===== config.mk =====
export PLATFORM = sky130hd
export DESIGN_NAME = pfc_port
export DESIGN_NICKNAME = d
export VERILOG_FILES = /design/src/hw/pfc_pkg.sv /design/src/hw/pfc_port.sv
export VERILOG_INCLUDE_DIRS = /design/src /design/src/hw
export SDC_FILE = /design/constraint.sdc
export NUM_CORES = 1
export LEC_CHECK = 0
export ABC_AREA = 1
export BUFFER_PORTS_ARGS = -buffer_cell sky130_fd_sc_hd__buf_2
export CELL_PAD_IN_SITES_DETAIL_PLACEMENT = 1
export CELL_PAD_IN_SITES_GLOBAL_PLACEMENT = 1
export CORE_MARGIN = 2
export CORE_UTILIZATION = 39
export DETAILED_ROUTE_END_ITERATION = 7
export PLACE_DENSITY = 0.84
export RECOVER_POWER = 50
export SYNTH_ARGS = -nofsm -noshare
export SYNTH_HDL_FRONTEND = slang
export SYNTH_SLANG_ARGS = --single-unit

===== constraint.sdc =====
create_clock -name clock -period 2 [get_ports clock]
set_clock_uncertainty 0.05 [all_clocks]
set_input_delay 0.5 -clock clock [delete_from_list [all_inputs] [get_ports clock]]
set_output_delay 0.5 -clock clock [all_outputs]
set_load 0.05 [all_outputs]

===== src/hw/pfc_cfg.svh =====
// Offsets, field positions, reset values and counts for the port flow
// control block. Assumes byte addresses on a 32-bit register port.
`ifndef PFC_CFG_SVH
`define PFC_CFG_SVH
`define PFC_OFF_CTL 8'h00
`define PFC_OFF_THR 8'h04
`define PFC_OFF_MAC_CONFIG_WORD 8'h08
`define PFC_OFF_MTIM 8'h0c
`define PFC_OFF_SAL 8'h10
`define PFC_OFF_SAH 8'h14
`define PFC_CTL_BP_EN 21
`define PFC_CTL_BP_MODE 22
`define PFC_CTL_FC_HI 24
`define PFC_CTL_FC_LO 23
`define PFC_CTL_STAT_HI 10
`define PFC_THR_HW_HI 30
`define PFC_THR_HW_LO 24
`define PFC_THR_LW_HI 22
`define PFC_THR_LW_LO 16
`define PFC_THR_DUR_HI 15
`define PFC_MAC_CONFIG_WORD_RX_PAUSE 16
`define PFC_MAC_CONFIG_WORD_TX_PAUSE 17
`define PFC_MTIM_CW_HI 9
`define PFC_MTIM_CW_LO 4
`define PFC_FC_PORT 2'h1
`define PFC_FC_PKT 2'h2
`define PFC_FC_FULL 2'h3
`define PFC_CTL_RESET 32'h0100_0000
`define PFC_ZERO_RESET 32'h0000_0000
`define PFC_CW_OFFSET 10'h048
`define PFC_ST_CONG 0
`define PFC_ST_BP 1
`define PFC_ST_JAM 2
`define PFC_ST_PAUSE 3
`define PFC_ST_LATE 4
`endif


===== src/hw/pfc_pkg.sv =====
// Types for the port flow control block: transmit tracking states and
// the single packed state record. Assumes pfc_cfg.svh is not needed here.
package pfc_pkg;
  typedef enum logic [1:0] {TX_IDLE, TX_XMIT, TX_ABORTED} pfc_tx_e;
  typedef struct packed {
    logic [31:0] ctl;
    logic [31:0] thr;
    logic [31:0] mac_config_word;
    logic [31:0] mtim;
    logic [31:0] sal;
    logic [31:0] sah;
    logic [31:0] rdata;
    logic congested;
    logic bp;
    logic jam;
    logic [15:0] timer;
    logic pause_req;
    logic [15:0] pause_time;
    logic pause_sticky;
    logic tx_abort;
    logic late_col;
    logic late_sticky;
    logic [9:0] bit_cnt;
    pfc_tx_e tx_st;
    logic [2:0] txc_s;
    logic [1:0] col_s;
  } pfc_state_s;
endpackage


===== src/hw/pfc_port.sv =====
// Per-port flow control, backpressure and collision window logic.
// Assumes queue_depth comes from logic on clock; the PHY transmit clock
// and collision pins are asynchronous and are synchronised here.
// How it works
// - Each port instance has its own control and threshold words.
// - Threshold word bits 30:24 hold the congestion high water mark.
// - Threshold word bits 22:16 hold the low water mark for hysteresis.
// - Control bit 21 switches backpressure on; bit 22 is a companion setting.
// - With control bit 21 clear no backpressure is ever generated.
// - A congested port with backpressure enabled drives backpressure.
// - In half duplex control bits 24:23 pick per-port or per-packet.
// - Per-port mode times each jam with threshold bits 15:0.
// - Per-packet mode jams while congested with no timer.
// - Control bits 24:23 both set select full-duplex pause flow control.
// - Full-duplex pause time comes from threshold bits 15:0.
// - Control word bits 10:0 are read only; bits 4:0 read back congestion and activity status.
// - A collision after the window from timing bits 9:4 aborts transmit.
// - Such a collision flags late collision in the transmit status.
// - Window field 0x37 equals 512 bit times; other values fine tune it.
// - MAC config bit 16 lets received pause frames take effect.
// - MAC config bit 17 lets the port transmit pause frames.
// - Pause frames carry the 48-bit station address words.
// - After reset the port runs in half duplex.
//
// Chosen here: the strobed register port and the placing of the registers.
`timescale 1ns/1ps
`include "pfc_cfg.svh"
module pfc_port (
  input wire logic clock,
  input wire logic rstn,
  input wire logic [7:0] reg_addr,
  input wire logic [31:0] reg_wdata,
  input wire logic reg_wr,
  input wire logic reg_rd,
  output logic [31:0] reg_rdata,
  input wire logic [6:0] queue_depth,
  input wire logic tx_active,
  input wire logic phy_txc,
  input wire logic phy_col,
  output logic backpressure,
  output logic bp_mode,
  output logic hd_jam,
  output logic pause_req,
  output logic [15:0] pause_time,
  output logic [47:0] pause_src_addr,
  output logic rx_pause_en,
  output logic tx_abort,
  output logic late_col
);
  pfc_pkg::pfc_state_s st_reg;
  pfc_pkg::pfc_state_s st_next;
  logic [1:0] fc_mode;
  logic bp_en;
  logic [6:0] high_mark;
  logic [6:0] low_mark;
  logic txc_edge;
  logic col_now;
  logic [9:0] cw_limit;
  logic cong_next;
  logic late_hit;

  assign fc_mode = st_reg.ctl[`PFC_CTL_FC_HI:`PFC_CTL_FC_LO];
  assign bp_en = st_reg.ctl[`PFC_CTL_BP_EN];
  assign high_mark = st_reg.thr[`PFC_THR_HW_HI:`PFC_THR_HW_LO];
  assign low_mark = st_reg.thr[`PFC_THR_LW_HI:`PFC_THR_LW_LO];
  assign txc_edge = st_reg.txc_s[1] & ~st_reg.txc_s[2];
  assign col_now = st_reg.col_s[1];
  // Field steps are eight bit times so the window can only be trimmed
  assign cw_limit = {st_reg.mtim[`PFC_MTIM_CW_HI:`PFC_MTIM_CW_LO], 3'h0}
    + `PFC_CW_OFFSET;
  assign late_hit = (st_reg.tx_st == pfc_pkg::TX_XMIT) && col_now
    && (st_reg.bit_cnt > cw_limit);

  always_comb
  begin
    st_next = st_reg;
    st_next.txc_s = {st_reg.txc_s[1:0], phy_txc};
    st_next.col_s = {st_reg.col_s[0], phy_col};
    st_next.pause_req = 1'b0;
    st_next.tx_abort = 1'b0;
    // Register writes; status bits of the control word are read only
    if (reg_wr)
    begin
      case (reg_addr)
        `PFC_OFF_CTL: st_next.ctl = {reg_wdata[31:11], 11'h000};
        `PFC_OFF_THR: st_next.thr = reg_wdata;
        `PFC_OFF_MAC_CONFIG_WORD: st_next.mac_config_word = reg_wdata;
        `PFC_OFF_MTIM: st_next.mtim = reg_wdata;
        `PFC_OFF_SAL: st_next.sal = reg_wdata;
        `PFC_OFF_SAH: st_next.sah = {16'h0000, reg_wdata[15:0]};
        default: st_next.ctl = st_reg.ctl;
      endcase
    end
    st_next.rdata = 32'h0000_0000;
    if (reg_rd)
    begin
      case (reg_addr)
        `PFC_OFF_CTL:
        begin
          st_next.rdata = st_reg.ctl;
          st_next.rdata[`PFC_ST_CONG] = st_reg.congested;
          st_next.rdata[`PFC_ST_BP] = st_reg.bp;
          st_next.rdata[`PFC_ST_JAM] = st_reg.jam;
          st_next.rdata[`PFC_ST_PAUSE] = st_reg.pause_sticky;
          st_next.rdata[`PFC_ST_LATE] = st_reg.late_sticky;
        end
        `PFC_OFF_THR: st_next.rdata = st_reg.thr;
        `PFC_OFF_MAC_CONFIG_WORD: st_next.rdata = st_reg.mac_config_word;
        `PFC_OFF_MTIM: st_next.rdata = st_reg.mtim;
        `PFC_OFF_SAL: st_next.rdata = st_reg.sal;
        `PFC_OFF_SAH: st_next.rdata = st_reg.sah;
        default: st_next.rdata = 32'h0000_0000;
      endcase
      // Reading the control word clears its sticky bits; a new event wins
      if (reg_addr == `PFC_OFF_CTL)
      begin
        st_next.pause_sticky = 1'b0;
        st_next.late_sticky = 1'b0;
      end
    end
    // Hysteresis keeps the port from toggling around a single mark
    cong_next = st_reg.congested;
    if (queue_depth >= high_mark)
      cong_next = 1'b1;
    else if (queue_depth <= low_mark)
      cong_next = 1'b0;
    st_next.congested = cong_next;
    st_next.bp = st_reg.congested & bp_en;
    st_next.jam = 1'b0;
    case (fc_mode)
      `PFC_FC_PORT:
      begin
        if (st_reg.timer != 16'h0000)
        begin
          st_next.jam = bp_en;
          if (txc_edge)
            st_next.timer = st_reg.timer - 16'h0001;
        end
        else if (st_reg.congested && bp_en)
        begin
          st_next.timer = st_reg.thr[`PFC_THR_DUR_HI:0];
          st_next.jam = 1'b1;
        end
      end
      `PFC_FC_PKT:
      begin
        st_next.timer = 16'h0000;
        st_next.jam = st_reg.congested & bp_en;
      end
      `PFC_FC_FULL:
      begin
        st_next.timer = 16'h0000;
        // Pause on entering congestion, zero pause on leaving it
        if (bp_en && st_reg.mac_config_word[`PFC_MAC_CONFIG_WORD_TX_PAUSE]
            && (cong_next != st_reg.congested))
        begin
          st_next.pause_req = 1'b1;
          st_next.pause_time = cong_next
            ? st_reg.thr[`PFC_THR_DUR_HI:0] : 16'h0000;
          st_next.pause_sticky = 1'b1;
        end
      end
      default: st_next.timer = 16'h0000;
    endcase
    // Collision window counted in link clock edges from frame start
    case (st_reg.tx_st)
      pfc_pkg::TX_IDLE:
      begin
        st_next.bit_cnt = 10'h000;
        if (tx_active)
        begin
          st_next.tx_st = pfc_pkg::TX_XMIT;
          st_next.late_col = 1'b0;
        end
      end
      pfc_pkg::TX_XMIT:
      begin
        if (!tx_active)
          st_next.tx_st = pfc_pkg::TX_IDLE;
        else if (late_hit)
        begin
          st_next.tx_st = pfc_pkg::TX_ABORTED;
          st_next.tx_abort = 1'b1;
          st_next.late_col = 1'b1;
          st_next.late_sticky = 1'b1;
        end
        else if (txc_edge && st_reg.bit_cnt != 10'h3ff)
          st_next.bit_cnt = st_reg.bit_cnt + 10'h001;
      end
      pfc_pkg::TX_ABORTED:
      begin
        if (!tx_active)
          st_next.tx_st = pfc_pkg::TX_IDLE;
      end
      default: st_next.tx_st = pfc_pkg::TX_IDLE;
    endcase
  end

  always_ff @(posedge clock or negedge rstn)
  begin
    if (!rstn)
    begin
      st_reg <= '0;
      st_reg.ctl <= `PFC_CTL_RESET;
      st_reg.tx_st <= pfc_pkg::TX_IDLE;
    end
    else
      st_reg <= st_next;
  end

  assign reg_rdata = st_reg.rdata;
  assign backpressure = st_reg.bp;
  assign bp_mode = st_reg.ctl[`PFC_CTL_BP_MODE];
  assign hd_jam = st_reg.jam;
  assign pause_req = st_reg.pause_req;
  assign pause_time = st_reg.pause_time;
  assign pause_src_addr = {st_reg.sah[15:0], st_reg.sal};
  assign rx_pause_en = st_reg.mac_config_word[`PFC_MAC_CONFIG_WORD_RX_PAUSE];
  assign tx_abort = st_reg.tx_abort;
  assign late_col = st_reg.late_col;
endmodule // pfc_port


# ---- After elaboration in Yosys (flattened, before gate mapping)
# Index checks and enable logic that the tools add are counted.
# Widths: inputs -> output; s select.
dict set report totals {
  regBits 254
  latch_bits 0
  mem_bits_rw 0
  romBits 0
  in_bits 54
  output_inout_bits 103
  wordCells 102
  n_memories 0
}
dict set report classes {
  addsub 3
  mul 0
  div 0
  n_lt_le_gt_ge 3
  n_eq_ne 21
  shifts 0
  n_mux 30
  n_bitwise 3
  reduce_logical 21
}
# operator count
set op_table {}
lappend op_table {{$pmux 32 s6} 1}
lappend op_table {{$mux 16} 3}
lappend op_table {{$mux 18} 2}
lappend op_table {{$mux 17} 2}
lappend op_table {{$mux 32} 1}
lappend op_table {{$mux 10} 2}
lappend op_table {{$pmux 10 s2} 1}
lappend op_table {{$eq 8x4->1 const B} 2}
lappend op_table {{$eq 8x5->1 const B} 2}
lappend op_table {{$reduce_and 2->1} 8}
lappend op_table {{$reduce_bool 16->1} 1}
lappend op_table {{$sub 16x1->16 const B} 1}
lappend op_table {{$mux 13} 1}
lappend op_table {{$add 10x1->10 const B} 1}
lappend op_table {{$add 9x7->10 const B} 1}
lappend op_table {{$gt 10x10->1} 1}
lappend op_table {{$ne 10x10->1 const B} 1}
lappend op_table {{$ne 2x2->1 const B} 5}
lappend op_table {{$mux 1} 9}
lappend op_table {{$ne 3x3->1 const B} 3}
lappend op_table {{$eq 8x3->1 const B} 1}
lappend op_table {{$logic_not 8->1} 1}
lappend op_table {{$mux 2} 4}
lappend op_table {{$reduce_and 4->1} 2}
lappend op_table {{other kinds (15)} 25}

# ---- Longest topological paths before layout
dict set report logic_depth {
  ltp_word 7
  depth_mapped 15
  depth_no_buf 15
}

# ---- Worst setup path after synthesis
# No wires, ideal clock.
dict set report synth_path {
  path_type {register -> register}
  startpoint {register st_reg[157] (netlist name)}
  endpoint {register st_reg[14] (netlist name)}
  setup_ns 0.128
  arrival_ns 1.905
  required_ns 1.822
  path_slack_ns -0.082
  path_stages_with_launch 16
  path_buffers 1
  synth_period_minus_slack_ns 2.082
  cell_sequence {dfrtp_1 > ha_1 > nand2_1 > nand2_1 > xor2_1 > ha_1 > nand2_1 > nor2_1 > nand3b_1 > nand2_1 > inv_1 > nand2_1 > nand3_1 > buf_2 > nand2_1 > o21ai_0}
}
dict set report synth_via {
  elab_chain_len 5
}
# element line_no
set synth_rtl {}
lappend synth_rtl {{from (decl)} pfc_port.sv:50} ;# pfc_pkg::pfc_state_s st_reg;
lappend synth_rtl {{from (signal assigned)} pfc_port.sv:208} ;# st_reg <= st_next;
lappend synth_rtl {{$add 9x7->10 (no source line)} n/a}
lappend synth_rtl {{$gt 10x10->1} pfc_port.sv:72} ;# && (st_reg.bit_cnt > cw_limit);
lappend synth_rtl {{$logic_and 1x1->1} pfc_port.sv:72}
lappend synth_rtl {{$ne 2x2->1 (no source line)} n/a}
lappend synth_rtl {{$reduce_and 4->1 (no source line)} n/a}
# Every way passes these cells.
# A chain may end at the register's enable or synchronous reset.

# ---- Worst setup path after layout
dict set report layout_path {
  startpoint {register st_reg[157] (netlist name)}
  endpoint {register st_reg[6] (netlist name)}
}
dict set report layout_via {
  elab_chain_len 5
}
# element line_no
set layout_rtl {}
lappend layout_rtl {{$add 9x7->10 (no source line)} n/a}
lappend layout_rtl {{$gt 10x10->1} pfc_port.sv:72}
lappend layout_rtl {{$logic_and 1x1->1} pfc_port.sv:72}
lappend layout_rtl {{$ne 3x3->1 (no source line)} n/a}
lappend layout_rtl {{$reduce_and 3->1 (no source line)} n/a}
# Every way passes these cells.

==> results.toml <==
[placement]
place_hpwl_um = 28500
portBuffers = 156
gp_congestion = 0.843
place_ws_ns = -0.309

[global_route]
grt_max_degree = 65
grt_pass1_wl_um = 64500
gr-usage-all-layers_pct = 24.3
gr-total-overflow = 0
grt_pass1_vias = 11900
antenna_found_initial = 1

[finish]
mostFrequentLayoutCells = "nand2_1, dfrtp_1, o21ai_0"
drive_above_1_share_pct = 23.0
largest_reg_flops = 130
final_nets = 1769
final_util_pct = 47.6
fillers = 3848
final_common_cell = "nand2_1"
syn2layout_area_growth_pct = 19.7

[synth]
yosysWarnings = 0
synthCells = 1560
syn_area_um2 = 12600
syn_nets = 1642
synthFlopType = "dfrtp_1"
yosys.area.top_type_share_pct = 50.2
yosysTopAreaCell = "dfrtp_1"
synth.distinct_cells = 38
async_flop_share_pct = 100
yosysSeqAreaShare_pct = 50.5
synth-edff-count = 0
ys_top_cells_by_area = "dfrtp_1, nand2_1, o21ai_0, buf_4, inv_1"
syn_avg_cell_area_um2 = 8.08
synth-seq-cells = 254

[clock_tree]
htreeDepth = 1
root_buffer = "clkbuf_16"
worst_skew_pair.late_latency_ns = 0.56
clk_pin_slew_ns = 0.06
cts.sink_count = 254
cts_tree = "done"
clk_path_buf_depth = 3
cts_buffers = 29

[critical_path]
worstSetupPathDepth = 16
end_kind = "flop"
crit_top_cell = "nand2_2"
r2r_slack_ns = -0.33
cp_max_fo = 4
worstSetupPathType = "reg2reg"
startpoint = "st_reg[157]"
reg2reg_from = "st_reg[157]"
r2r_cells = 16
critPathSlowestCell = "dfrtp_1"
cp.arrival_ns = 2.71
crit_path_max_incr_delay_ns = 0.43
crit_required_ns = 2.39
critical_path.top_delay_family = "simple AND/OR/NAND/NOR gates"
start_kind = "flop"
crit_chain = "ha_2 -> nand2_2 -> nand2_2 -> xor2_1 -> ha_1 -> nand2_1 -> nor2_2 -> nand3b_1 -> nand2_1 -> inv_2 -> nand2_2 -> buf_4 -> buf_6 -> inv_2 -> nand2_4 -> o31ai_2"
cp_num_buf_inv = 4

[drt]
wirelength_um = 41700
drc = 0
drt_iter0_markers = 608
wl_per_cell_um = 19.7
dr_total_vias = 11100
drtPass1Iterations = 5
antenna_left = 0
viasPerCell = 5.24

[floorplan]
pin_count = 157
coreArea_um2 = 31700
start_util_pct = 39.7
die_w_um = 184
core.rowCount = 65
die_height_um = 184
dieArea_um2 = 33800

[timing]
drv_slew = 0
rsz0062_at_grt = "yes"
min_period_over_period_pct = 116
relSlewSlack_pct = 40.6
setup_viol = 15
finalHoldViolCount = 0
fin_crit_ns = 2.33
max_freq_mhz = 430
worstMarginPinSlew_ns = 0.891
hold_ws_ns = 0.0191
fin_ws_ns = -0.326

[pwr]
p_seq_share_pct = 45.3
swShare_pct = 25.3
irDropWorstVdd_mv = 0.629
p_leak_nw = 7.79
power_density_nw_per_um2 = 799
power_frac_clock_pct = 46.7
p_switching_mw = 3.05
internal_power_mw = 9.00
p_comb_share_pct = 8.0

[flow_run]
max_cap_viol_count = 0

[worst_hold_path]
min_from = "phy_txc"
whs_path_depth = 1
hold_path.class = "in2reg"

[status]
outcome = "complete, but fails checks"
violations = "setup timing"
## path summary, 6_finish.rpt
check                                endpoint
max                                 st_reg[6]
min                                st_next[3]
max reg2reg                         st_reg[6]
min reg2reg                           col_now
max in group asynchronous  pause_src_addr[13]
min in group asynchronous           st_reg[4]
## worst register-to-register path, delay by kind of cell (launching register included)
kind	cells	cell delay, ns
compound gates	1	0.07
xor+xnor	1	0.15
fa+ha+maj	2	0.51
buf+inv	4	0.30
flops	1	0.43
simple gates	8	0.69
## through the flow
stage	std cells	power (mW)	area, µm²	TNS, ns
after detailed placement	2046	6.48	13800	-12.06
final	2113	12.1	15100	-4.52
after CTS	2105	12.1	14900	-3.76
after global placement	2046	6.42	13800	-4.61
after global routing	2112	12.5	15100	-7.04
after floorplan	1560	6.07	12600	-0.163
## cells by family (layout without fill, tap and decap cells)
logic type | after synthesis | count (layout) | share of synthesized area [%]
and+or+nand+nor | 724 | 724 | 23.4
other | 0 | 1 | 0
xor gates and xnor gates | 12 | 12 | 0.834
adders and majority gates | 28 | 28 | 2.78
DFF | 254 | 254 | 50.5
buffers and inverters | 285 | 435 | 12.0
AOI/OAI and AO/OA | 257 | 257 | 10.5
## area by class of cell
type | instances | area (µm²) | area share (%)
sequential | 254 | 6360 | 42.1
clock buffer | 40 | 867 | 5.75
clock inverter | 14 | 160 | 1.06
tap | 402 | 503 | 3.33
inverter | 129 | 487 | 3.23
antenna | 1 | 2.50 | 0.0166
multi-input combinational | 1021 | 5000 | 33.1
timing repair buffer | 252 | 1710 | 11.3
## repair_timing
action	CTS	global route
hold buffers	2	0
endpoints found under the hold margin	49	0
endpoints found under the setup margin	17	49
gates resized for setup	25	67
cloned	0	3
pin swaps	2	18
buffers inserted	3	4
## metal layers
| layer | vias to the layer above | track usage [%] | share of wire (%) |
|---|---|---|---|
| li1 | 5119 | - | - |
| met1 | 5535 | 29.6 | 41 |
| met3 | 110 | 3.07 | 4.2 |
| met2 | 306 | 43.6 | 51 |
| met5 | - | 0 | 0 |
| met4 | 0 | 9.60 | 3.8 |
## cell usage after synthesis, types with 2 or more instances
cell and count:
a21o_1 2, a21oi_1 27, buf_2 25, buf_4 103, buf_6 2, clkbuf_1 22, clkbuf_2 4, clkinv_2 2
dfrtp_1 253, ha_1 28, inv_1 122, inv_2 4, nand2_1 517, nand2_2 9, nand2_4 2, nand3_1 38
nand3_2 2, nand3b_1 5, nand4_1 27, nor2_1 109, nor2_2 3, nor3_1 3, o211ai_1 9, o21ai_0 204
o21ai_1 11, or2_2 5, xnor2_1 2, xor2_1 10
## power groups by stage
stage	Sequential, mW	Clock, mW	Combinational (mW)
finish	5.46	5.62	0.966
global route	5.48	5.91	1.07
CTS	5.46	5.70	0.960
detailed placement	5.55	0	0.931
global placement	5.54	0	0.887
floorplan	5.50	0	0.563
Note: power is estimated with default switching activity, not from simulation.
